File: config.mk
export PLATFORM = sky130hd
export DESIGN_NAME = ssps_slave
export DESIGN_NICKNAME = d
export VERILOG_FILES = /design/src/design/ssps_pkg.sv /design/src/design/ssps_slave.sv
export SDC_FILE = /design/constraint.sdc
export NUM_CORES = 1
export LEC_CHECK = 0
export BUFFER_PORTS_ARGS = -buffer_cell sky130_fd_sc_hd__buf_2
export CAP_MARGIN = 0
export CELL_PAD_IN_SITES_DETAIL_PLACEMENT = 2
export CELL_PAD_IN_SITES_GLOBAL_PLACEMENT = 2
export CORE_MARGIN = 3
export CORE_UTILIZATION = 32
export DETAILED_ROUTE_END_ITERATION = 16
export PLACE_DENSITY = 0.72
export SYNTH_ARGS = -nofsm -noshare
export SYNTH_HDL_FRONTEND = slang
export SYNTH_SLANG_ARGS = --single-unit
File: constraint.sdc
create_clock -name i_clock -period 1.6 [get_ports i_clock]
set_input_delay 0.32 -clock i_clock [delete_from_list [all_inputs] [get_ports i_clock]]
set_output_delay 0.32 -clock i_clock [all_outputs]
set_load 0.005 [all_outputs]
File: src/design/ssps_pkg.sv
// constants for the sync serial port two-wire slave block
package ssps_pkg;
	// register offsets (plain port, 8-bit)
	localparam logic [7:0] STATUS_OFS  = 8'h94;
	localparam logic [7:0] DATA_OFS    = 8'h13;
	localparam logic [7:0] ADDR_OFS    = 8'h93;
	localparam logic [7:0] CONTROL_OFS = 8'h14;
	// status field positions
	localparam int ST_SAMPLE  = 7;
	localparam int ST_EDGE    = 6;
	localparam int ST_DATA    = 5;
	localparam int ST_STOP    = 4;
	localparam int ST_START   = 3;
	localparam int ST_READ    = 2;
	localparam int ST_UPDATE  = 1;
	localparam int ST_FULL    = 0;
	// control field positions
	localparam int CT_OVF     = 6;
	localparam int CT_ENABLE  = 5;
	localparam int CT_RELEASE = 4;
	localparam int CT_TENBIT  = 0;
	// reset values
	localparam logic [7:0] STATUS_RST  = 8'h00;
	localparam logic [7:0] CONTROL_RST = 8'h00;
	localparam logic [7:0] ADDR_RST    = 8'h00;
	// ten-bit header pattern in the top five bits
	localparam logic [4:0] TEN_HDR     = 5'h1e;
	localparam int         BYTE_BITS   = 8;
	// bus states
	typedef enum logic [2:0] {
		SS_IDLE, SS_SHIFT, SS_ACK, SS_TX, SS_TXACK
	} ssps_state_t;
endpackage

File: src/design/ssps_slave.sv
// two-wire slave receive and address path with its status register
//
// Strobed register access was decided locally.
`timescale 1ns/1ps
module ssps_slave
	import ssps_pkg::*;
(
	// clock and reset
	input  wire logic       i_clock,
	input  wire logic       i_rst_n,
	// register port
	input  wire logic [7:0] i_addr,
	input  wire logic [7:0] i_wdata,
	input  wire logic       i_wr,
	input  wire logic       i_rd,
	output logic      [7:0] o_rdata,
	// two-wire pins
	input  wire logic       i_scl,
	input  wire logic       i_sda,
	output logic            o_scl_oe,
	output logic            o_sda_oe,
	output logic            o_sda_out,
	output logic            o_scl_out,
	// interrupt flag to the core
	output logic            o_port_irq
);
	// two-stage synchronisers; stage one read only by stage two
	logic [1:0] scl_s_q, sda_s_q;
	logic       scl_q, sda_q;
	always_ff @(posedge i_clock) begin
		scl_s_q <= {scl_s_q[0], i_scl};
		sda_s_q <= {sda_s_q[0], i_sda};
		scl_q   <= scl_s_q[1];
		sda_q   <= sda_s_q[1];
	end
	wire scl_now  = scl_s_q[1];
	wire sda_now  = sda_s_q[1];
	wire scl_rise = scl_now & ~scl_q;
	wire scl_fall = ~scl_now & scl_q;
	wire start_ev = scl_now & scl_q & sda_q & ~sda_now;
	wire stop_ev  = scl_now & scl_q & ~sda_q & sda_now;

	// register state
	logic [7:0]  sample_q;     // bits 7:6 writable
	logic        data_flag_q, stop_q, start_q, read_q, update_q, full_q;
	logic        ovf_q, enable_q, tenbit_q, hold_q, irq_q;
	logic [7:0]  buf_q, addr_q, shift_q;
	logic [3:0]  bitcnt_q;
	logic        ack_ok_q, is_addr_q, hi_done_q, matched_q, tx_q;
	// byte was for us even when busy refused it; gates flag updates
	logic        hit_q;
	ssps_state_t state_q;

	// decode
	wire wr_status = i_wr && (i_addr == STATUS_OFS);
	wire wr_data   = i_wr && (i_addr == DATA_OFS);
	wire wr_addr   = i_wr && (i_addr == ADDR_OFS);
	wire wr_ctrl   = i_wr && (i_addr == CONTROL_OFS);
	wire rd_data   = i_rd && (i_addr == DATA_OFS);
	wire [7:0] status_v = {sample_q[7:6], data_flag_q, stop_q, start_q,
		read_q, update_q, full_q};
	// bit 4 reads the pending clock hold, zero after reset
	wire [7:0] ctrl_v = {1'b0, ovf_q, enable_q, hold_q, 3'b000, tenbit_q};
	wire [7:0] rd_v =
		(i_addr == STATUS_OFS)  ? status_v :
		(i_addr == DATA_OFS)    ? buf_q    :
		(i_addr == ADDR_OFS)    ? addr_q   :
		(i_addr == CONTROL_OFS) ? ctrl_v   : 8'h00;

	// address match on shift contents
	wire hdr_byte  = tenbit_q && (shift_q[7:3] == TEN_HDR);
	wire match7    = ~tenbit_q && (shift_q[7:1] == addr_q[7:1]);
	wire match_hi  = hdr_byte && (shift_q[2:1] == addr_q[2:1]);
	wire match_lo  = tenbit_q && hi_done_q && (shift_q == addr_q);
	// any address form that names this slave
	wire addr_hit  = match7 | match_hi | match_lo;
	// ten-bit write header seen first: the next byte is still address,
	// so it must not count as data nor set the matched state yet
	wire hi_wr     = is_addr_q && match_hi && !shift_q[0] && !hi_done_q;
	wire busy      = full_q | ovf_q;
	wire byte_done = (bitcnt_q == 4'(BYTE_BITS)) && scl_fall;

	// read data stands one cycle after the strobe
	always_ff @(posedge i_clock) begin
		if (!i_rst_n) o_rdata <= 8'h00;
		else          o_rdata <= i_rd ? rd_v : 8'h00;
	end

	// bus engine
	always_ff @(posedge i_clock) begin
		if (!i_rst_n) begin
			state_q <= SS_IDLE;
			bitcnt_q <= 4'h0;
			shift_q <= 8'h00;
			ack_ok_q <= 1'b0;
			is_addr_q <= 1'b0;
			hi_done_q <= 1'b0;
			matched_q <= 1'b0;
			tx_q <= 1'b0;
			o_sda_out <= 1'b1;
			hit_q <= 1'b0;
			o_sda_oe <= 1'b0;
		end else if (!enable_q) begin
			state_q <= SS_IDLE;
			o_sda_oe <= 1'b0;
			matched_q <= 1'b0;
		end else if (start_ev) begin
			// wait for start, then address
			state_q <= SS_SHIFT;
			bitcnt_q <= 4'h0;
			is_addr_q <= 1'b1;
			o_sda_oe <= 1'b0;
			if (!tx_q) hi_done_q <= 1'b0;
		end else if (stop_ev) begin
			state_q <= SS_IDLE;
			o_sda_oe <= 1'b0;
			matched_q <= 1'b0;
			tx_q <= 1'b0;
			hi_done_q <= 1'b0;
		end else begin
			case (state_q)
				SS_SHIFT: begin
					if (scl_rise) begin
						shift_q <= {shift_q[6:0], sda_now};
						bitcnt_q <= bitcnt_q + 4'h1;
					end
					if (byte_done) begin
						state_q <= SS_ACK;
						// remember the match apart from the busy refusal
						hit_q <= is_addr_q ? addr_hit : matched_q;
						// ack only a clean match
						ack_ok_q <= ~busy & (is_addr_q ?
							(match7 | match_hi | match_lo) : matched_q);
						o_sda_out <= 1'b0;
						o_sda_oe <= ~busy & (is_addr_q ?
							(match7 | match_hi | match_lo) : matched_q);
					end
				end
				SS_ACK: if (scl_fall) begin // ninth falling edge
					o_sda_oe <= 1'b0;
					bitcnt_q <= 4'h0;
					// a ten-bit write header keeps the next byte an address
					is_addr_q <= hi_wr && ack_ok_q;
					if (is_addr_q && ack_ok_q && !hi_wr)
						matched_q <= 1'b1;
					if (hi_wr && ack_ok_q)
						hi_done_q <= 1'b1;
					if (is_addr_q && ack_ok_q && shift_q[0]) begin
						tx_q <= 1'b1;          // slave transmits
						state_q <= SS_TX;
						o_sda_out <= buf_q[7];
						o_sda_oe <= ~buf_q[7];
					end else if (matched_q | ack_ok_q)
						state_q <= SS_SHIFT;
					else state_q <= SS_IDLE;
				end
				SS_TX: begin
					if (scl_rise) bitcnt_q <= bitcnt_q + 4'h1;
					if (scl_fall && bitcnt_q < 4'(BYTE_BITS)) begin
						o_sda_out <= buf_q[7 - bitcnt_q[2:0]];
						o_sda_oe <= ~buf_q[7 - bitcnt_q[2:0]];
					end
					if (byte_done) begin
						o_sda_oe <= 1'b0;
						state_q <= SS_TXACK;
					end
				end
				SS_TXACK: if (scl_rise) begin
					bitcnt_q <= 4'h0;
					state_q <= sda_now ? SS_IDLE : SS_TX;
				end
				default: state_q <= SS_IDLE;
			endcase
		end
	end

	// events from the engine
	wire rx_end  = enable_q && state_q == SS_ACK && scl_fall && !start_ev
		&& !stop_ev;
	wire tx_end  = enable_q && state_q == SS_TXACK && scl_rise;
	wire load_ok = rx_end && ack_ok_q;
	// byte meant for us, whether or not busy let it into the buffer;
	// a foreign address must leave the flags and the interrupt alone
	wire rx_hit  = rx_end && hit_q;
	// the high header asks for the low byte, the low byte for the high
	wire ten_upd = tenbit_q && is_addr_q && ack_ok_q && !matched_q
		&& (match_lo || !shift_q[0]);

	// status and control registers
	always_ff @(posedge i_clock) begin
		if (!i_rst_n) begin
			sample_q <= STATUS_RST;
			{data_flag_q, stop_q, start_q, read_q, update_q} <= 5'h00;
			full_q <= 1'b0;
			ovf_q <= 1'b0;
			enable_q <= 1'b0;
			tenbit_q <= 1'b0;
			hold_q <= 1'b0;
			irq_q <= 1'b0;
			buf_q <= 8'h00;
			addr_q <= ADDR_RST;
		end else begin
			// only mode bits are writable
			if (wr_status) sample_q <= {i_wdata[7:6], 6'h00};
			if (wr_ctrl) begin
				ovf_q <= i_wdata[CT_OVF];         // loaded by write, cleared by writing 0
				enable_q <= i_wdata[CT_ENABLE];
				tenbit_q <= i_wdata[CT_TENBIT];
				irq_q <= 1'b0;
				if (i_wdata[CT_RELEASE]) hold_q <= 1'b0;
			end
			if (wr_addr) begin
				addr_q <= i_wdata;
				update_q <= 1'b0;
				hold_q <= 1'b0;
			end
			if (wr_data) buf_q <= i_wdata;
			// read clears full
			if (rd_data) full_q <= 1'b0;
			if (wr_data) full_q <= 1'b1;
			if (tx_end) full_q <= 1'b0;
			// start and stop exclusive
			if (start_ev) begin
				start_q <= 1'b1;
				stop_q <= 1'b0;
				read_q <= 1'b0;
			end
			if (stop_ev) begin
				stop_q <= 1'b1;
				start_q <= 1'b0;
				read_q <= 1'b0;
			end
			if (!enable_q) begin
				start_q <= 1'b0;
				stop_q <= 1'b0;
			end
			// only bytes addressed to us touch the flags
			if (rx_hit) begin
				irq_q <= 1'b1;
				data_flag_q <= ~is_addr_q;
				if (!ack_ok_q && busy && matched_q) ovf_q <= 1'b1;
				if (is_addr_q && ack_ok_q) read_q <= shift_q[0];
			end
			if (load_ok) begin
				buf_q <= shift_q;
				full_q <= 1'b1;
				if (ten_upd) begin
					update_q <= 1'b1;
					hold_q <= 1'b1;
				end
			end
		end
	end

	// clock stretch while address rewrite is pending
	assign o_scl_out  = 1'b0;
	// limitation: the hold only begins once the master has pulled the
	// clock low, so a high phase already under way is never cut short
	assign o_scl_oe   = hold_q & ~scl_now;
	assign o_port_irq = irq_q;

	// checks
	buf_load_a: assert property (@(posedge i_clock) disable iff (!i_rst_n)
		load_ok |=> full_q && buf_q == $past(shift_q))
		else $error("buffer not loaded on clean match");
	no_ack_a: assert property (@(posedge i_clock) disable iff (!i_rst_n)
		(state_q == SS_SHIFT && byte_done && busy && enable_q && !start_ev
		&& !stop_ev) |=> !o_sda_oe)
		else $error("ack given while busy");
	irq_set_a: assert property (@(posedge i_clock) disable iff (!i_rst_n)
		rx_hit |=> o_port_irq)
		else $error("interrupt flag missing after ninth pulse");
	rd_clr_a: assert property (@(posedge i_clock) disable iff (!i_rst_n)
		(rd_data && !load_ok && !wr_data) |=> !full_q)
		else $error("read did not clear full");
	ss_excl_a: assert property (@(posedge i_clock) disable iff (!i_rst_n)
		!(start_q && stop_q))
		else $error("start and stop both set");
	upd_set_a: assert property (@(posedge i_clock) disable iff (!i_rst_n)
		(load_ok && ten_upd && !wr_addr) |=> update_q && o_port_irq)
		else $error("update flag not raised");
	upd_clr_a: assert property (@(posedge i_clock) disable iff (!i_rst_n)
		(wr_addr && !load_ok) |=> !update_q)
		else $error("address write kept update flag");
	dir_cap_a: assert property (@(posedge i_clock) disable iff (!i_rst_n)
		(rx_end && is_addr_q && ack_ok_q) |=> read_q == $past(shift_q[0]))
		else $error("direction not captured");
	// acknowledge only ever pulls the data line low
	ack_low_a: assert property (@(posedge i_clock)
		disable iff (!i_rst_n)
		(state_q == SS_ACK && o_sda_oe) |-> !o_sda_out)
		else $error("ack driven high");
	// a refused byte after a match raises overflow
	ovf_set_a: assert property (@(posedge i_clock)
		disable iff (!i_rst_n)
		(rx_hit && !ack_ok_q && busy && matched_q) |=> ovf_q)
		else $error("overflow not raised");
	// a refused byte never reaches the buffer
	no_load_a: assert property (@(posedge i_clock)
		disable iff (!i_rst_n)
		(rx_end && !ack_ok_q && !wr_data) |=> buf_q == $past(buf_q))
		else $error("buffer changed on refused byte");
	// data flag follows the kind of the last byte
	flag_kind_a: assert property (@(posedge i_clock)
		disable iff (!i_rst_n)
		rx_hit |=> data_flag_q == $past(!is_addr_q))
		else $error("data flag wrong kind");
	// stop seen sets stop and drops start
	stop_flag_a: assert property (@(posedge i_clock)
		disable iff (!i_rst_n)
		(stop_ev && enable_q) |=> stop_q && !start_q)
		else $error("stop flag not set");
	// disabled port shows neither condition
	off_clr_a: assert property (@(posedge i_clock)
		disable iff (!i_rst_n)
		!enable_q |=> !start_q && !stop_q)
		else $error("condition flags kept while off");
	// a finished transmit empties the buffer
	tx_empty_a: assert property (@(posedge i_clock)
		disable iff (!i_rst_n)
		tx_end |=> !full_q)
		else $error("full kept after transmit");
	// main scenarios reached
	cov_match_c: cover property (@(posedge i_clock) load_ok);
	cov_tx_c: cover property (@(posedge i_clock) state_q == SS_TX);
	cov_busy_c: cover property (@(posedge i_clock) rx_end && !ack_ok_q);
	cov_ten_c: cover property (@(posedge i_clock) load_ok && ten_upd);
endmodule

==> impl_metrics.env <==
export IMPL_status="finished, violations left"
export IMPL_failed_checks="setup timing"
export IMPL_cts_tree="built"
export IMPL_antenna_found_initial=0
export IMPL_leakagePower_nw=1.76
export IMPL_skew_ps=10.3
export IMPL_crit_fanout=5
export IMPL_cp_required_ps=1870
export IMPL_first_iter_violations=126
export IMPL_grt_pass1_wl_um=18800
export IMPL_ys_ff_latch=66
export IMPL_period_share=1.06
export IMPL_worstSetupStartpointType="register"
export IMPL_layout_cells_most_common="dfxtp_1"
export IMPL_num_io_pins=35
export IMPL_grt_setup_unrepaired="yes"
export IMPL_r2r_start="bitcnt_q[1]"
export IMPL_path_delay_family="simple AND/OR/NAND/NOR gates"
export IMPL_worstPathBufferInverterCount=0
export IMPL_clock_path_buffers=2
export IMPL_fin_util=0.439
export IMPL_synth_warnings=0
export IMPL_cts_buffers=9
export IMPL_worstHoldStart="i_sda"
export IMPL_cts_root_buf="clkbuf_8"
export IMPL_finalHoldViolCount=0
export IMPL_core_area_sq_mm=0.00991
export IMPL_synth_cells=378
export IMPL_max_freq_mhz=588
export IMPL_period_needed_ps=1700
export IMPL_cap_violations=0
export IMPL_gp_congestion=0.843
export IMPL_numPortBuffers=33
export IMPL_setup_viol=5
export IMPL_dr_pass1_iters=4
export IMPL_ys_flop_type="dfxtp_1"
export IMPL_reg2reg_slack_ps=-100
export IMPL_grt_max_degree=32
export IMPL_h_tree_depth=3
export IMPL_vias=3184
export IMPL_synth_seq_area_share=0.399
export IMPL_fin_tns_setup_ps=-296
export IMPL_holdBufCountCts=0
export IMPL_crit_path_start="bitcnt_q[1]"
export IMPL_clkTransAtPathRegs_ps=70
export IMPL_final_cell_mix="dfxtp_1, nand2_1, buf_4"
export IMPL_hp_class="in -> reg"
export IMPL_diodes=0
export IMPL_ant_nets=0
export IMPL_fp_dieW_um=108
export IMPL_layout_setup_ws_ps=-102
export IMPL_synth_edf_count=0
export IMPL_whs_ps=72.3
export IMPL_num_rows=36
export IMPL_die_y_um=108
export IMPL_clock_sinks=66
export IMPL_hpwl_um=9030
export IMPL_worst_path_largest_cell_delay_ps=590
export IMPL_synthArstFlopShare=0
export IMPL_start_util=0.334
export IMPL_grt_usage=0.214
export IMPL_clock_latency_ps=350
export IMPL_design_area_sq_mm=0.00435
export IMPL_peakVddDrop_mv=0.414
export IMPL_overflow=0
export IMPL_placed_area_sq_mm=0.00401
export IMPL_syn_nets=401
export IMPL_first_global_vias=3460
export IMPL_cpMaxStageDelayCell="or4b_4"
export IMPL_die_area_sq_mm=0.0116
export IMPL_worstPathArrival_ps=1970
export IMPL_synthToLayoutAreaGrowth_pct=31.3
export IMPL_syn_area_per_cell_sq_um=8.76
export IMPL_fin_nets=484
export IMPL_end_kind="register"
export IMPL_path_cells="or4b_4, nor2_4, a22oi_2, a221o_1, a211oi_2"
export IMPL_drt_wirelength_per_cell_um=20.2
export IMPL_wl_um=12100
export IMPL_vias_per_cell=5.32
export IMPL_powerDensity_mw_per_mm2=765
export IMPL_drc=0
export IMPL_final_layout_size_suffix_gt1_frac=0.322
export IMPL_final_max_slew_viol_count=0
export IMPL_synthDistinctLibCells=56
export IMPL_syn_area_sq_mm=0.00331
export IMPL_critical_path_class="reg -> reg"
-- cell families after synthesis --
| logic type | synth area share |
|---|---|
| AND/OR/NAND/NOR | 0.265 |
| AO/OA/AOI/OAI | 0.186 |
| flip-flops | 0.399 |
| multiplexers | 0.0877 |
| buffers and inverters | 0.0333 |
| XOR/XNOR | 0.0238 |
| adder cells (fa/ha/maj) | 0.00378 |
| other | 0.00113 |
-- registers in the layout, summed over array words and instances, names as in the netlist, 3 cells and up --
register  cells
addr_q        8
buf_q         8
o_rdata       8
shift_q       8
bitcnt_q      4
state_q       3
-- Yosys cell counts (2+ instances only) --
cell,count,share of area
dfxtp_1,66,0.40
nand2_1,56,0.063
a21oi_1,20,0.030
mux2i_1,20,0.060
o21ai_0,18,0.027
nor2_1,17,0.019
nor2b_1,17,0.032
nand3_1,16,0.024
a21boi_1,12,0.027
a22oi_1,10,0.023
clkbuf_1,9,0.010
buf_2,7,0.011
nand2b_1,7,0.013
nand3b_1,7,0.016
nor3_1,6,0.0091
xnor2_1,6,0.016
and3_1,5,0.0094
inv_1,5,0.0057
a22o_1,4,0.011
mux2_2,4,0.014
nand4_1,4,0.0076
nand4b_1,4,0.011
o21a_1,4,0.0091
o22ai_1,4,0.0076
a21boi_0,3,0.0068
a31oi_1,3,0.0057
buf_4,3,0.0068
nor3b_1,3,0.0068
o211a_1,3,0.0091
xor2_1,3,0.0079
and2_1,2,0.0038
mux4_2,2,0.014
nor2_4,2,0.0068
o211ai_1,2,0.0045
or2_2,2,0.0038
or4b_4,2,0.0083
-- cell type report --
type                    count  area [sq um]
clock buffers              12           155
flip-flops and latches     66          1330
clock inverters             4          50.0
fillers                  1090          5560
multi-input cells         288          1990
well taps                 133           166
repair buffers             91           641
inverters                   5          18.8
-- per-layer routing --
metal  GRT usage  part of all wire  up-vias
li1            -                 -     1517
met1       0.282              0.45     1596
met2       0.357              0.49       50
met3      0.0306             0.030       21
met4      0.0775             0.024        0
met5           0                 0        -
-- repair_timing --
item,CTS,global route
resized for setup,11,20
pin swaps,5,10
endpoints found under the setup margin,12,21
setup buffers,0,2
-- worst reg2reg max path: cells and delay by family, from the launching register on --
family             cells  cell delay [ps]
and+or+nand+nor        2              720
AOI/OAI and AO/OA      3              560
DFF                    1              340
-- where the power goes --
group,internal (W),switching (W)
Sequential,0.00165,0.0000127
Combinational,0.0000714,0.0000945
Clock,0.000803,0.000694
-- through the flow --
stage | setup slack [ps] | cells | power (W)
after floorplan | -56.2 | 378 | 0.00177
after global placement | -206 | 581 | 0.00185
after detailed placement | -300 | 581 | 0.00186
after CTS | -106 | 597 | 0.00335
after global routing | -162 | 599 | 0.00345
final | -102 | 599 | 0.00333
-- final timing paths --
check | end | depth (start not counted)
setup / recovery | o_sda_oe | 5
hold / removal | sda_s_q[0] | 1
hold reg to reg | sda_s_q[1] | 0
setup reg to reg | o_sda_oe | 5
No activity file was read; power rests on OpenSTA's default activity.
